**config.mk**
```make
export PLATFORM = sky130hd
export DESIGN_NAME = dsl_load_ctrl
export DESIGN_NICKNAME = d
export VERILOG_FILES = /design/src/logic/dsl_pkg.sv /design/src/logic/dsl_pin_if.sv /design/src/logic/dsl_pin_sync.sv /design/src/logic/dsl_load_ctrl.sv
export SDC_FILE = /design/constraint.sdc
export NUM_CORES = 1
export LEC_CHECK = 0
export ABC_AREA = 1
export BUFFER_PORTS_ARGS = -buffer_cell sky130_fd_sc_hd__buf_2
export CAP_MARGIN = 0
export CELL_PAD_IN_SITES_DETAIL_PLACEMENT = 1
export CELL_PAD_IN_SITES_GLOBAL_PLACEMENT = 1
export CORE_AREA = 3 3 134 136
export CTS_CLUSTER_DIAMETER = 30
export CTS_CLUSTER_SIZE = 8
export DETAILED_ROUTE_END_ITERATION = 7
export DIE_AREA = 0 0 137 139
export PLACE_DENSITY_LB_ADDON = 0.1
export SKIP_LAST_GASP = 1
export SLEW_MARGIN = 20
export SYNTH_ARGS = -nofsm -noshare
export SYNTH_HDL_FRONTEND = slang
export SYNTH_SLANG_ARGS = --single-unit
```
**constraint.sdc**
```tcl
create_clock -name clk -period 1.95 [get_ports clk]
set_clock_uncertainty 0.15 [all_clocks]
set_input_delay 0.195 -clock clk [delete_from_list [all_inputs] [get_ports clk]]
set_output_delay 0.195 -clock clk [all_outputs]
set_load 0.01 [all_outputs]
```
**src/logic/dsl_pkg.sv**
```systemverilog
/*
 * dsl_pkg: constants shared by the serial load control block.
 * Assumes the serial frame is 16 bits, MSB first, with a 12-bit converter code.
 */
package dsl_pkg;

	// serial frame layout
	localparam int FRAME_BITS    = 16;
	localparam int CODE_BITS     = 12;
	localparam int CTRL_BITS     = 8;
	localparam int FRM_RD_BIT    = 15;
	localparam int FRM_ADDR_HI   = 14;
	localparam int FRM_ADDR_LO   = 12;
	localparam int CNT_W         = 5;
	localparam logic [CNT_W-1:0] LAST_EDGE = 5'h0F;

	// frame register addresses
	localparam logic [2:0] FA_NOP     = 3'h0;
	localparam logic [2:0] FA_DAC     = 3'h1;
	localparam logic [2:0] FA_CTRL    = 3'h2;

	// control register fields and reset values
	localparam int CTRL_PWR_BIT   = 2;
	localparam int CTRL_CLAMP_BIT = 6;
	localparam logic [CTRL_BITS-1:0] CTRL_RST = 8'h40;
	localparam logic [CODE_BITS-1:0] CODE_ZERO = 12'h000;

	// bus register byte offsets
	localparam logic [4:0] OFS_STATUS = 5'h00;
	localparam logic [4:0] OFS_MASK   = 5'h04;
	localparam logic [4:0] OFS_CODES  = 5'h08;
	localparam logic [4:0] OFS_STATE  = 5'h0C;

	// status / mask bit positions
	localparam int EV_WRITE = 0;
	localparam int EV_ABORT = 1;
	localparam int EV_CLEAR = 2;
	localparam int EV_LOAD  = 3;
	localparam int EV_HOT   = 4;
	localparam int EV_BITS  = 5;
	localparam logic [EV_BITS-1:0] MASK_RST = 5'h00;

	// synchronised pin positions
	localparam int PIN_SCLK  = 0;
	localparam int PIN_SYNC  = 1;
	localparam int PIN_SDAT  = 2;
	localparam int PIN_LOAD  = 3;
	localparam int PIN_CLR   = 4;
	localparam int PIN_RANGE = 5;
	localparam int PIN_HOT   = 6;
	localparam int PIN_COUNT = 7;
	localparam logic [PIN_COUNT-1:0] PIN_RST = 7'h1A;

endpackage : dsl_pkg

```
**src/logic/dsl_pin_if.sv**
```systemverilog
/*
 * dsl_pin_if: synchronised pin levels and their edge pulses.
 * Assumes one clock domain on both sides.
 */
`timescale 1ns/1ns
interface dsl_pin_if #(parameter int N = dsl_pkg::PIN_COUNT);
	logic [N-1:0] level;
	logic [N-1:0] rise;
	logic [N-1:0] fall;

	modport src (output level, output rise, output fall);
	modport dst (input level, input rise, input fall);
endinterface : dsl_pin_if

```
**src/logic/dsl_pin_sync.sv**
```systemverilog
/*
 * dsl_pin_sync: two-flop synchroniser bank with edge detection.
 * Assumes all inputs are asynchronous to clk; levels settle to PIN_RST in reset.
 */
`timescale 1ns/1ns
module dsl_pin_sync #(
	parameter int N = dsl_pkg::PIN_COUNT
) (
	input  wire logic         clk,
	input  wire logic         nrst,
	input  wire logic [N-1:0] pins,
	dsl_pin_if.src            sync_o
);
	logic [N-1:0] meta_r;
	logic [N-1:0] stab_r;
	logic [N-1:0] last_r;

	////////////////////////////////////////////////////////////////////////////
	// meta_r feeds only stab_r
	always_ff @(posedge clk or negedge nrst) begin
		if (!nrst) begin
			meta_r <= dsl_pkg::PIN_RST;
			stab_r <= dsl_pkg::PIN_RST;
			last_r <= dsl_pkg::PIN_RST;
		end else begin
			meta_r <= pins;
			stab_r <= meta_r;
			last_r <= stab_r;
		end
	end

	assign sync_o.level = stab_r;
	assign sync_o.rise  = stab_r & ~last_r;
	assign sync_o.fall  = ~stab_r & last_r;

endmodule : dsl_pin_sync

```
**src/logic/dsl_load_ctrl.sv**
```systemverilog
/*
 * dsl_load_ctrl: serial frame receiver, input and converter registers,
 * clear and load handling, power control and an Avalon-MM status slave.
 * Assumes sclk is at most a few MHz so clk can oversample it; all pins
 * are asynchronous and pass through dsl_pin_sync first.
 */
`timescale 1ns/1ns
// Operation
// - falling clear edge clears regardless of shift clock
// - clear held low blocks every load
// - clear sets input and converter codes to zero
// - shift register enabled only while sync low
// - 16-bit shift register, sample on falling edge
// - update register at sixteenth falling edge
// - early sync rise aborts, nothing changes
// - readback changes on rising edges
// - load strobe low pulse copies input register
// - strobe held low loads after each write
// - range pin low selects 60 V span
// - alarm output low while die overheated
// - reset: control 0x40, codes zero
// - power bit controls analog, registers stay live
// - clamp bit picks three-state or ground
// - overheat power-down stays until software power-up
module dsl_load_ctrl (
	input  wire logic        clk,
	input  wire logic        nrst,
	input  wire logic        sclk,
	input  wire logic        sync_n,
	input  wire logic        serial_in,
	output logic             serial_out,
	input  wire logic        load_strobe_n,
	input  wire logic        async_clear_n,
	input  wire logic        range_select,
	input  wire logic        over_temp,
	output logic             alarm_n,
	output logic             span_60v,
	output logic             analog_power_on,
	output logic             output_hiz,
	output logic             output_ground,
	output logic [11:0]      dac_code,
	input  wire logic [4:0]  avs_address,
	input  wire logic        avs_read,
	input  wire logic        avs_write,
	input  wire logic [31:0] avs_writedata,
	output logic [31:0]      avs_readdata,
	output logic             avs_waitrequest,
	output logic             irq
);
	localparam int FB = dsl_pkg::FRAME_BITS;
	localparam int CB = dsl_pkg::CODE_BITS;

	typedef enum logic [1:0] {
		ST_IDLE  = 2'b01,
		ST_SHIFT = 2'b10
	} dsl_frame_e;

	function automatic logic [2:0] frame_addr(input logic [FB-1:0] w);
		frame_addr = w[dsl_pkg::FRM_ADDR_HI:dsl_pkg::FRM_ADDR_LO];
	endfunction : frame_addr

	dsl_pin_if #(.N(dsl_pkg::PIN_COUNT)) pin_s ();

	logic [dsl_pkg::PIN_COUNT-1:0] pins_raw;
	assign pins_raw = {over_temp, range_select, async_clear_n, load_strobe_n,
		serial_in, sync_n, sclk};

	// every pin, shift clock included, crosses two flops before use
	dsl_pin_sync #(.N(dsl_pkg::PIN_COUNT)) u_sync (
		.clk    (clk),
		.nrst   (nrst),
		.pins   (pins_raw),
		.sync_o (pin_s)
	);

	logic sclk_rise, sclk_fall, sync_fall, sync_rise, sync_lvl, sdat;
	logic load_lvl, load_fall, clr_lvl, clr_fall, hot_lvl, hot_rise;
	assign sclk_rise = pin_s.rise[dsl_pkg::PIN_SCLK];
	assign sclk_fall = pin_s.fall[dsl_pkg::PIN_SCLK];
	assign sync_fall = pin_s.fall[dsl_pkg::PIN_SYNC];
	assign sync_rise = pin_s.rise[dsl_pkg::PIN_SYNC];
	assign sync_lvl  = pin_s.level[dsl_pkg::PIN_SYNC];
	assign sdat      = pin_s.level[dsl_pkg::PIN_SDAT];
	assign load_lvl  = pin_s.level[dsl_pkg::PIN_LOAD];
	assign load_fall = pin_s.fall[dsl_pkg::PIN_LOAD];
	assign clr_lvl   = pin_s.level[dsl_pkg::PIN_CLR];
	assign clr_fall  = pin_s.fall[dsl_pkg::PIN_CLR];
	assign hot_lvl   = pin_s.level[dsl_pkg::PIN_HOT];
	assign hot_rise  = pin_s.rise[dsl_pkg::PIN_HOT];

	dsl_frame_e                     state_r;
	logic [FB-1:0]                  shift_r;
	logic [dsl_pkg::CNT_W-1:0]      cnt_r;
	logic [FB-1:0]                  out_sh_r;
	logic [FB-1:0]                  rb_buf_r;
	logic [CB-1:0]                  input_r;
	logic [CB-1:0]                  dac_r;
	logic [dsl_pkg::CTRL_BITS-1:0]  ctrl_r;
	logic [dsl_pkg::EV_BITS-1:0]    status_r;
	logic [dsl_pkg::EV_BITS-1:0]    mask_r;
	logic                           ack_r;

	////////////////////////////////////////////////////////////////////////////
	// frame receiver
	logic [FB-1:0] word_nxt;
	logic          frame_done;
	logic          frame_abort;
	logic          wr_dac;
	logic          wr_ctrl;
	logic          rd_req;

	// cnt_r only moves in shift; stray edges outside a frame do nothing
	assign word_nxt    = {shift_r[FB-2:0], sdat};
	assign frame_done  = (state_r == ST_SHIFT) && !sync_lvl && sclk_fall
		&& (cnt_r == dsl_pkg::LAST_EDGE);
	assign frame_abort = (state_r == ST_SHIFT) && sync_rise;
	assign rd_req  = frame_done && word_nxt[dsl_pkg::FRM_RD_BIT];
	assign wr_dac  = frame_done && !word_nxt[dsl_pkg::FRM_RD_BIT]
		&& (frame_addr(word_nxt) == dsl_pkg::FA_DAC);
	assign wr_ctrl = frame_done && !word_nxt[dsl_pkg::FRM_RD_BIT]
		&& (frame_addr(word_nxt) == dsl_pkg::FA_CTRL);

	always_ff @(posedge clk or negedge nrst) begin
		if (!nrst) begin
			state_r <= ST_IDLE;
			cnt_r   <= '0;
			shift_r <= '0;
		end else begin
			case (state_r)
				ST_IDLE: begin
					if (sync_fall) begin
						state_r <= ST_SHIFT;
						cnt_r   <= '0;
					end
				end
				ST_SHIFT: begin
					if (sync_rise) begin
						state_r <= ST_IDLE;
					end else if (sclk_fall) begin
						shift_r <= word_nxt;
						cnt_r   <= cnt_r + 5'h01;
						if (cnt_r == dsl_pkg::LAST_EDGE) begin
							state_r <= ST_IDLE;
						end
					end
				end
				default: state_r <= ST_IDLE;
			endcase
		end
	end

	////////////////////////////////////////////////////////////////////////////
	// readback: a read frame primes the word shifted out in the next frame
	always_ff @(posedge clk or negedge nrst) begin
		if (!nrst) begin
			rb_buf_r <= '0;
		end else if (rd_req) begin
			case (frame_addr(word_nxt))
				dsl_pkg::FA_DAC:  rb_buf_r <= {1'b0, dsl_pkg::FA_DAC, dac_r};
				dsl_pkg::FA_CTRL: rb_buf_r <= {1'b0, dsl_pkg::FA_CTRL, 4'h0, ctrl_r};
				default:          rb_buf_r <= {1'b0, frame_addr(word_nxt), 12'h000};
			endcase
		end
	end

	// first bit stands from sync fall; later bits move on rising edges only
	// after a falling edge, so the host never misses the MSB
	always_ff @(posedge clk or negedge nrst) begin
		if (!nrst) begin
			out_sh_r <= '0;
		end else if (state_r == ST_IDLE && sync_fall) begin
			out_sh_r <= rb_buf_r;
		end else if (state_r == ST_SHIFT && !sync_lvl && sclk_rise
			&& cnt_r != 5'h00) begin
			out_sh_r <= {out_sh_r[FB-2:0], 1'b0};
		end
	end

	assign serial_out = out_sh_r[FB-1];

	////////////////////////////////////////////////////////////////////////////
	// input and converter registers
	// clear outranks both load paths; writes still land in input_r
	logic load_ok;
	logic do_load;
	assign load_ok = clr_lvl;
	assign do_load = load_ok && (load_fall || (wr_dac && !load_lvl));

	always_ff @(posedge clk or negedge nrst) begin
		if (!nrst) begin
			input_r <= dsl_pkg::CODE_ZERO;
		end else if (clr_fall) begin
			input_r <= dsl_pkg::CODE_ZERO;
		end else if (wr_dac) begin
			input_r <= word_nxt[CB-1:0];
		end
	end

	always_ff @(posedge clk or negedge nrst) begin
		if (!nrst) begin
			dac_r <= dsl_pkg::CODE_ZERO;
		end else if (clr_fall) begin
			dac_r <= dsl_pkg::CODE_ZERO;
		end else if (do_load) begin
			dac_r <= wr_dac ? word_nxt[CB-1:0] : input_r;
		end
	end

	assign dac_code = dac_r;

	////////////////////////////////////////////////////////////////////////////
	// control register and power
	always_ff @(posedge clk or negedge nrst) begin
		if (!nrst) begin
			ctrl_r <= dsl_pkg::CTRL_RST;
		end else begin
			if (wr_ctrl) begin
				ctrl_r <= word_nxt[dsl_pkg::CTRL_BITS-1:0];
			end
			// overheat wins; power-up is refused while still hot
			if (hot_rise || (hot_lvl && wr_ctrl)) begin
				ctrl_r[dsl_pkg::CTRL_PWR_BIT] <= 1'b0;
			end
		end
	end

	// alarm follows the level, the power-down latches until software
	logic powered;
	assign powered         = ctrl_r[dsl_pkg::CTRL_PWR_BIT];
	assign analog_power_on = powered;
	assign output_hiz      = !powered && ctrl_r[dsl_pkg::CTRL_CLAMP_BIT];
	assign output_ground   = !powered && !ctrl_r[dsl_pkg::CTRL_CLAMP_BIT];
	assign span_60v        = !pin_s.level[dsl_pkg::PIN_RANGE];
	assign alarm_n         = !hot_lvl;

	////////////////////////////////////////////////////////////////////////////
	// avalon slave: one wait cycle, answer on the second edge
	// a fixed single wait keeps readdata registered at little cost
	logic bus_req;
	logic bus_rd_done;
	logic bus_wr_done;
	assign bus_req         = avs_read || avs_write;
	assign avs_waitrequest = bus_req && !ack_r;
	assign bus_rd_done     = avs_read && ack_r;
	assign bus_wr_done     = avs_write && ack_r;

	always_ff @(posedge clk or negedge nrst) begin
		if (!nrst) begin
			ack_r <= 1'b0;
		end else begin
			ack_r <= bus_req && !ack_r;
		end
	end

	always_ff @(posedge clk or negedge nrst) begin
		if (!nrst) begin
			avs_readdata <= '0;
		end else if (avs_read && !ack_r) begin
			case (avs_address)
				dsl_pkg::OFS_STATUS: avs_readdata <= {27'h0, status_r};
				dsl_pkg::OFS_MASK:   avs_readdata <= {27'h0, mask_r};
				dsl_pkg::OFS_CODES:  avs_readdata <= {4'h0, input_r, 4'h0, dac_r};
				dsl_pkg::OFS_STATE:  avs_readdata <= {20'h00000, !hot_lvl,
					pin_s.level[dsl_pkg::PIN_RANGE], !clr_lvl, !load_lvl, ctrl_r};
				default:             avs_readdata <= 32'h0000_0000;
			endcase
		end
	end

	always_ff @(posedge clk or negedge nrst) begin
		if (!nrst) begin
			mask_r <= dsl_pkg::MASK_RST;
		end else if (bus_wr_done && avs_address == dsl_pkg::OFS_MASK) begin
			mask_r <= avs_writedata[dsl_pkg::EV_BITS-1:0];
		end
	end

	////////////////////////////////////////////////////////////////////////////
	// sticky events; a set in the clearing cycle survives
	logic [dsl_pkg::EV_BITS-1:0] ev_set;
	always_comb begin
		ev_set = '0;
		ev_set[dsl_pkg::EV_WRITE] = frame_done;
		ev_set[dsl_pkg::EV_ABORT] = frame_abort;
		ev_set[dsl_pkg::EV_CLEAR] = clr_fall;
		ev_set[dsl_pkg::EV_LOAD]  = do_load;
		ev_set[dsl_pkg::EV_HOT]   = hot_rise;
	end

	always_ff @(posedge clk or negedge nrst) begin
		if (!nrst) begin
			status_r <= '0;
		end else if (bus_rd_done && avs_address == dsl_pkg::OFS_STATUS) begin
			status_r <= ev_set;
		end else begin
			status_r <= status_r | ev_set;
		end
	end

	assign irq = |(status_r & mask_r);

endmodule : dsl_load_ctrl

```
==> results list, run 1 <==
- The run finished, with violations left.
* Violated checks: setup timing
* Fill cell count: 2005
- Final hold violations: 0
- Max clock buf depth: 2
- Starting density of the core: 35.2%
- CTS saw 139 sinks.
- Maximum VDD drop: 0.000601 V
- TritonCTS created 17 clock buffers.
- In the finished design, the share of the clock period the worst path needs comes to 105%.
- Data on the critical path arrives at its endpoint at 2210 ps.
* Mean Syn Cell Area: 8.88 µm²
- Routability Congestion: 0.798
- Fraction of power consumed by sequential logic: 44.7%
- Setup slack on the critical path of the routed design comes to -107 ps.
- The post-route netlist has 26.7% of its cells at a drive strength greater than 1.
- Buffers placed on the I/O ports in this run total 64.
* Signed area change from the synthesized netlist to the final layout: 31.4%
* Routed length on met1: 7870 µm
- Via count of the routed design: 4985
- The critical path in this run is classified as reg -> reg.
* Switching share of total power: 23.8%
- Combinational power share: 8.5%
- Number of H-tree levels: 4
- In the final layout, the multi-input gates occupy 2150 µm².
* Clock Tree Root: sky130_fd_sc_hd__clkbuf_16
- During I/O placement, the number of pins put on the boundary was 100.
- For this run, design rule violations remaining after detail routing come to 0.
* Via count of the first global-routing pass: 5178
* Crit Path Max Fanout: 14
* Drt first pass iters: 4
- In this run the horizontal extent of the chip is 137 µm.
- The final-report max-slew violation count is 0.
* Cell area after synthesis: 6000 µm²
- Period minus WS final: 2060 ps
* Post-Route WL: 16900 µm
- STA classifies the critical path startpoint as a flip-flop.
- Vias per std cell: 4.81
- The highest metal layer carrying signal wires in the routed design is met4.
- Routed met2 length: 8190 µm
- For this block, the initial DRC count from the detailed router was 187.
- Clock power frac: 46.9%
- Timing would allow up to 486 MHz.
- Synthesis produced a netlist whose cell count is 676.
* Highest-count cells in the layout ignoring fill and taps: sky130_fd_sc_hd__nand2_1 (154), sky130_fd_sc_hd__dfrtp_1 (128), sky130_fd_sc_hd__inv_1 (93), sky130_fd_sc_hd__buf_2 (63), sky130_fd_sc_hd__o21ai_0 (60)
* Storage cell area: 3490 µm²
* Clock tree from TritonCTS: done
* Pint: 5350 µW
* Net total in the final layout: 850
- The die covers 19000 µm².
- 0 antenna diodes ended up in the layout.
* Switching Power: 1670 µW
- Commonest non-fill, non-tap cell in the layout: sky130_fd_sc_hd__nand2_1
- In this run the tightest slew margin relative to its limit is 56.9%.
- In the final routed layout, each cell accounts on average for 16.3 µm.
- Number of synthesis warnings: 0
- Clock Pin Slew Worst Setup and Hold Paths: 60 ps
- HPWL after detailed placement: 11800 µm
* Final Core Density: 46.2%
- Pre-CTS worst setup slack: -240 ps
- The path class of the tightest hold or removal check is in -> reg.
* Worst hold slack after final layout: 89.4 ps
* Largest net degree at the start of global routing: 48
- Core region area: 17100 µm²
- Overall global routing resource usage: 18.4%
- At the worst endpoint, the required time is 2100 ps.
- In this run, synthesis produced a sequential element count of 139.
* Flop-to-flop setup slack: -110 ps
- The first global-routing pass estimated 27300 µm of wire.
- After synthesis, the netlist uses 31 different library cells.
- Total leakage power: 0.00386 µW
- The routed design uses 577 µm of met3 wire.
- For the pin with the worst max-slew slack, the measured transition is 642 ps.
- Initial antenna violation count: 0
- Unrepaired setup endpoints after global routing: yes
* Number of failing setup endpoints in the final timing report: 31
* Power density over the cells: 890 nW/µm²
- STA classifies the critical path endpoint as a flip-flop.
- In this run the remaining antenna-violating nets after routing total 0.
- Number of placement rows: 48
- Max cap viols: 0
- The share of the Yosys chip area taken by registers is 58.2%.
- Summed over all layers, the global routing overflow is 0.
- Vertical die dimension: 139 µm
- Worst-skew pair later-pin latency: 410 ps
-- power groups by stage --
stage                     sequential, µW  clock, µW  combinational (µW)
final                               3130       3290                 596
after global routing                3150       3490                 676
after CTS                           3130       3370                 557
after detailed placement            3180          0                 510
after global placement              3170          0                 486
after floorplan                     3160          0                 298
-- per-stage QoR --
step	area, µm²	total power, µW	setup TNS, ps	std cells
CTS	7670	7050	-2830	1025
global placement	6730	3660	-2220	970
finish	7890	7010	-2210	1037
floorplan	6030	3460	0	683
detailed placement	6730	3690	-5590	970
global route	7890	7320	-8000	1037
-- cell usage after synthesis --
library cell / count / share of area (%)
sky130_fd_sc_hd__inv_2: 6 / 0.38
sky130_fd_sc_hd__nand2_2: 2 / 0.21
sky130_fd_sc_hd__nand4_1: 15 / 1.6
sky130_fd_sc_hd__buf_6: 3 / 0.56
sky130_fd_sc_hd__conb_1: 1 / 0.063
sky130_fd_sc_hd__clkinv_1: 1 / 0.063
sky130_fd_sc_hd__nor2_1: 37 / 2.3
sky130_fd_sc_hd__or2_2: 2 / 0.21
sky130_fd_sc_hd__o21ai_0: 75 / 6.3
sky130_fd_sc_hd__o221ai_1: 1 / 0.15
sky130_fd_sc_hd__clkbuf_1: 14 / 0.88
sky130_fd_sc_hd__nor2_4: 1 / 0.19
sky130_fd_sc_hd__o211ai_1: 2 / 0.25
sky130_fd_sc_hd__inv_1: 95 / 5.9
sky130_fd_sc_hd__buf_2: 9 / 0.75
sky130_fd_sc_hd__o31ai_1: 13 / 1.6
sky130_fd_sc_hd__xor2_1: 1 / 0.15
sky130_fd_sc_hd__nor3_1: 2 / 0.17
sky130_fd_sc_hd__nand3_1: 33 / 2.8
sky130_fd_sc_hd__a31oi_1: 2 / 0.21
sky130_fd_sc_hd__nand3b_4: 1 / 0.33
sky130_fd_sc_hd__dfstp_2: 11 / 4.8
sky130_fd_sc_hd__buf_4: 9 / 1.1
sky130_fd_sc_hd__o22ai_1: 13 / 1.4
sky130_fd_sc_hd__nor2_2: 10 / 1.0
sky130_fd_sc_hd__a21oi_1: 18 / 1.5
sky130_fd_sc_hd__dfrtp_1: 128 / 53
sky130_fd_sc_hd__nand3_2: 4 / 0.67
sky130_fd_sc_hd__nand2_1: 163 / 10
sky130_fd_sc_hd__ha_1: 3 / 0.63
sky130_fd_sc_hd__nor3_4: 1 / 0.27
-- metal layers --
layer / track usage [%] / vias up
met2: 29.4 / 84
li1: - / 2401
met1: 25.4 / 2479
met4: 5.83 / 0
met5: 0 / -
met3: 3.48 / 21
-- worst paths after layout --
kind / startpoint / end / depth (start not counted)
setup / recovery: cnt_r[1]$_DFFE_PN0P_ / dac_code[0]$_DFFE_PN0P_ / 12
hold / removal: avs_read / status_r[0]$_DFF_PN0_ / 4
setup reg to reg: cnt_r[1]$_DFFE_PN0P_ / dac_code[0]$_DFFE_PN0P_ / 12
hold reg to reg: u_sync.meta_r[2]$_DFF_PN0_ / u_sync.sync_o.level[2]$_DFF_PN0_ / 0
max in group asynchronous: nrst / u_sync.last_r[4]$_DFF_PN1_ / 3
min in group asynchronous: nrst / out_sh_r[6]$_DFFE_PN0P_ / 2
-- area by class of cell --
type	count	area share (%)
timing repair buffer	130	12.4
clock buffer	20	5.79
tap	225	3.57
inverter	102	4.89
sequential	139	44.3
clock inverter	12	1.86
multi-input combinational	409	27.3
-- kinds of logic after synthesis --
group | Yosys count | share of synthesized area (%)
buffers and inverters | 137 | 9.70
other | 1 | 0.0625
adders and majority gates | 3 | 0.626
AOI/OAI and AO/OA | 124 | 11.3
xor gates and xnor gates | 1 | 0.146
and+or+nand+nor | 271 | 19.9
DFF | 139 | 58.2
-- what timing repair did --
action	4_1_cts	5_1_grt
gates cloned	3	3
setup endpoints to repair	48	60
hold endpoints to repair	130	0
buffers inserted	5	10
gates resized for setup	47	26
hold buffers	15	0
pin swaps	9	7
-- registers in the layout, indices dropped and copies added (netlist names) --
register / cells
cnt_r: 5
shift_r: 15
u_sync.last_r: 5
avs_readdata: 24
out_sh_r: 16
state_r: 2
mask_r: 5
input_r: 12
rb_buf_r: 15
u_sync.sync_o.level: 7
dac_code: 12
ack_r: 1
status_r: 5
ctrl_r: 8
u_sync.meta_r: 7
-- critical path, stage by stage (launching register included) --
cell and delay [ps]:
sky130_fd_sc_hd__dfrtp_1 360, sky130_fd_sc_hd__ha_2 220, sky130_fd_sc_hd__nand2_4 60, sky130_fd_sc_hd__nor2_4 90
sky130_fd_sc_hd__ha_4 140, sky130_fd_sc_hd__nand3_4 70, sky130_fd_sc_hd__nor2_4 200, sky130_fd_sc_hd__buf_8 190
sky130_fd_sc_hd__nand4_1 150, sky130_fd_sc_hd__nand2_1 120, sky130_fd_sc_hd__nor2_2 50, sky130_fd_sc_hd__nand2_1 70
sky130_fd_sc_hd__nand2_1 60
(Power assumes the default switching activity.)
==> run 2, diff against run 1 <==
==> constraint.sdc (replaced) <==
create_clock -name clk -period 1.89 [get_ports clk]
set_clock_uncertainty 0.15 [all_clocks]
set_input_delay 0.189 -clock clk [delete_from_list [all_inputs] [get_ports clk]]
set_output_delay 0.189 -clock clk [all_outputs]
set_load 0.01 [all_outputs]
==> run 2 against run 1 <==
The flow still finishes with violations (setup timing). Total power rose by 4.9%. Utilization about the same. Register-to-register slack worse by 40 ps. Wire length increased by 0.23%. Highest routed layer unchanged.
==> results list, run 2 (synthesis gave the netlist of run 1 again) <==
- From synthesis to final layout, the design area changed by 31.5%.
* DIE AREA: 19000 µm²
* Drt first pass iters: 4
- Clock Pin Slew Worst Setup and Hold Paths: 60 ps
- Vertical die dimension: 139 µm
* Antenna viol nets, final: 0
* Period minus WS final: 2030 ps
- VDD sags by at most 0.000746 V.
- Largest net degree at the start of global routing: 43
- Overall power consumption after layout is estimated at 7360 µW.
- Number of failing setup endpoints in the final timing report: 42
* Ratio of cells with drive above 1 in the final layout: 27.8%
- Vias per std cell: 4.79
- For this run, the top clock speed supported by timing is 492 MHz.
- Clock Tree Root: sky130_fd_sc_hd__clkbuf_16
- Largest delay share family, worst path: simple AND/OR/NAND/NOR gates
- Clock tree from TritonCTS: done
- Setup repair after global routing could not meet its margin everywhere.
- Leaving out fill and tap cells, the most frequent cell in the layout is sky130_fd_sc_hd__nand2_1.
- The total overflow left after global routing is 0.
* Starting density of the core: 35.2%
* Post-Route WL: 16900 µm
- The placed instances occupy a cell area of 6750 µm².
- The path class of the tightest hold or removal check is in -> reg.
- Net total in the final layout: 847
- End of the worst hold path: status_r[3]$_DFF_PN0_
- Worst-case headroom to the max-slew limit: 58.1%
- Global routing used 24.0% of the available met1 tracks.
* Final worst slack: -144 ps
* Maximum single-stage delay on the critical path: 360 ps
* Critical path cell sequence: ha_2, nand2_2, nor2_2, ha_2, nand3_4, nor2_4, nand3_4, nand2_2, nand2_4, buf_6, nand3_1, nand2_1
- For this design, the slowest cell found on the critical path is sky130_fd_sc_hd__dfrtp_1.
* Endpoint class of the critical path: flip-flop
- More flip-flops sit in one register than any other, and that register is avs_readdata.
* DRC violation count after routing: 0
* I/O Buffers: 64
- For the final routed database, the setup TNS stands at -3510 ps.
* Flop-to-flop setup slack: -140 ps
* Average routed wire per standard cell: 16.4 µm
- Crit Path Max Fanout: 5
* Data arrival time of the critical path: 2200 ps
* Run status: finished, violations left
- In this run the most used layer during global routing was met2.
- The later pin in the worst-skew pair is clocked with a latency of 420 ps.
- The first routing iteration left 219 violations.
- Counting every sink on the clock net gives 139.
- First-pass GRT wire length: 27400 µm
- The worst setup path is of the reg -> reg kind.
- Met3 Track Usage GR: 3.27%
- The via count of the first global-routing pass is 5236.
- Number of H-tree levels: 4
* Max Transition Viols Final: 0
* Final hold violations: 0
- The worst register-to-register path begins at cnt_r[1]$_DFFE_PN0P_.
- Core region area: 17100 µm²
* Bufs and invs on worst path: 1
* Max cap viols: 0
- In the global route stage, met2 resource usage came out at 30.9%.
- Required time of the critical path: 2050 ps
- Highest-count cells in the layout ignoring fill and taps: sky130_fd_sc_hd__nand2_1 (149), sky130_fd_sc_hd__dfrtp_1 (128), sky130_fd_sc_hd__inv_1 (87), sky130_fd_sc_hd__o21ai_0 (73), sky130_fd_sc_hd__buf_2 (63)
* TritonCTS Buffers: 17
* Cell count of the worst hold path: 4
- Routability Congestion: 0.789
* Worst-Margin Slew: 624 ps
- No sink is reached through more buffers than the 2 on the longest clock path.
* Final Cycle Share: 108%
- In this run the critical register-to-register path is captured at dac_code[5]$_DFFE_PN0P_.
* Die Width: 137 µm
- For this run, the share of the core covered by cells in the final layout is 46.3%.
- Overall global routing resource usage: 18.4%
- Final hold analysis gives a worst-case slack of 56.4 ps.
- The worst setup path is launched from a flip-flop.
* Final cell area excluding filler cells: 7890 µm²
- For this design the ratio of total power to cell area is 933 nW/µm².
* Start point of the worst min-delay path: avs_read
* HPWL after detailed placement: 11800 µm
* Inserted Diodes: 0
- The initialized floorplan defines 48 standard-cell rows.
- The checks that failed: setup timing.
* Number of flip-flops in the largest register: 24
- Number of cells on the worst reg-to-reg path: 12
- IO Pins: 100
* Initial antenna violation count: 0
- Total leakage power: 0.00382 µW
* Leading registers by flop count: avs_readdata: 24 flops, out_sh_r: 16 flops
- Detailed routing inserted a total of 4954 vias.
==> run 2: per-stage QoR <==
step	cells	setup slack [ps]
floorplan	683	16.8
global route	1034	-264
global placement	972	-202
finish	1034	-144
detailed placement	972	-255
CTS	1026	-176
==> run 2: worst reg2reg max path, stage by stage, from the launching register on <==
cell and delay, ps:
sky130_fd_sc_hd__dfrtp_1 360, sky130_fd_sc_hd__ha_2 190, sky130_fd_sc_hd__nand2_2 60, sky130_fd_sc_hd__nor2_2 80, sky130_fd_sc_hd__ha_2 190, sky130_fd_sc_hd__nand3_4 90, sky130_fd_sc_hd__nor2_4 170, sky130_fd_sc_hd__nand3_4 140
sky130_fd_sc_hd__nand2_2 110, sky130_fd_sc_hd__nand2_4 90, sky130_fd_sc_hd__buf_6 150, sky130_fd_sc_hd__nand3_1 80, sky130_fd_sc_hd__nand2_1 60
==> run 2: power breakdown <==
group	internal, µW	total, µW	switching [µW]
Sequential	3150	3240	98.2
Clock	2170	3460	1290
Combinational	259	655	396
Total	5580	7360	1780
==> run 2: cell type report <==
class                   count  area, µm²
clock inverters            11        141
well taps                 225        282
fillers                  1992       9170
clock buffers              21        470
inverters                 102        383
flip-flops and latches    139       3490
repair buffers            128        968
multi-input cells         408       2150
==> run 2: repair_timing <==
action / CTS / global route
buffers inserted: 6 / 5
endpoints found under the hold margin: 141 / 0
cloned: 1 / 3
setup endpoints to repair: 48 / 59
pin swaps: 17 / 8
hold buffers: 15 / 0
resized for setup: 43 / 26
==> run 2: worst max-delay path by stage <==
stage | end | startpoint | slack (ps) | depth (start not counted)
2_1_floorplan | dac_code[10]$_DFFE_PN0P_ | cnt_r[0]$_DFFE_PN0P_ | 20 | 12
3_3_place_gp | dac_code[10]$_DFFE_PN0P_ | cnt_r[1]$_DFFE_PN0P_ | -200 | 13
3_5_place_dp | dac_code[8]$_DFFE_PN0P_ | cnt_r[1]$_DFFE_PN0P_ | -260 | 13
4_1_cts | dac_code[8]$_DFFE_PN0P_ | cnt_r[1]$_DFFE_PN0P_ | -180 | 13
5_1_grt | dac_code[9]$_DFFE_PN0P_ | cnt_r[1]$_DFFE_PN0P_ | -260 | 12
6_report | dac_code[5]$_DFFE_PN0P_ | cnt_r[1]$_DFFE_PN0P_ | -140 | 12
==> run 2: metal layers <==
| layer | part of all wire, % | wire, µm |
|---|---|---|
| met1 | 46 | 7800 |
| met4 | 1.5 | 246 |
| met3 | 3.1 | 531 |
| met2 | 49 | 8370 |
| met5 | 0 | 0 |
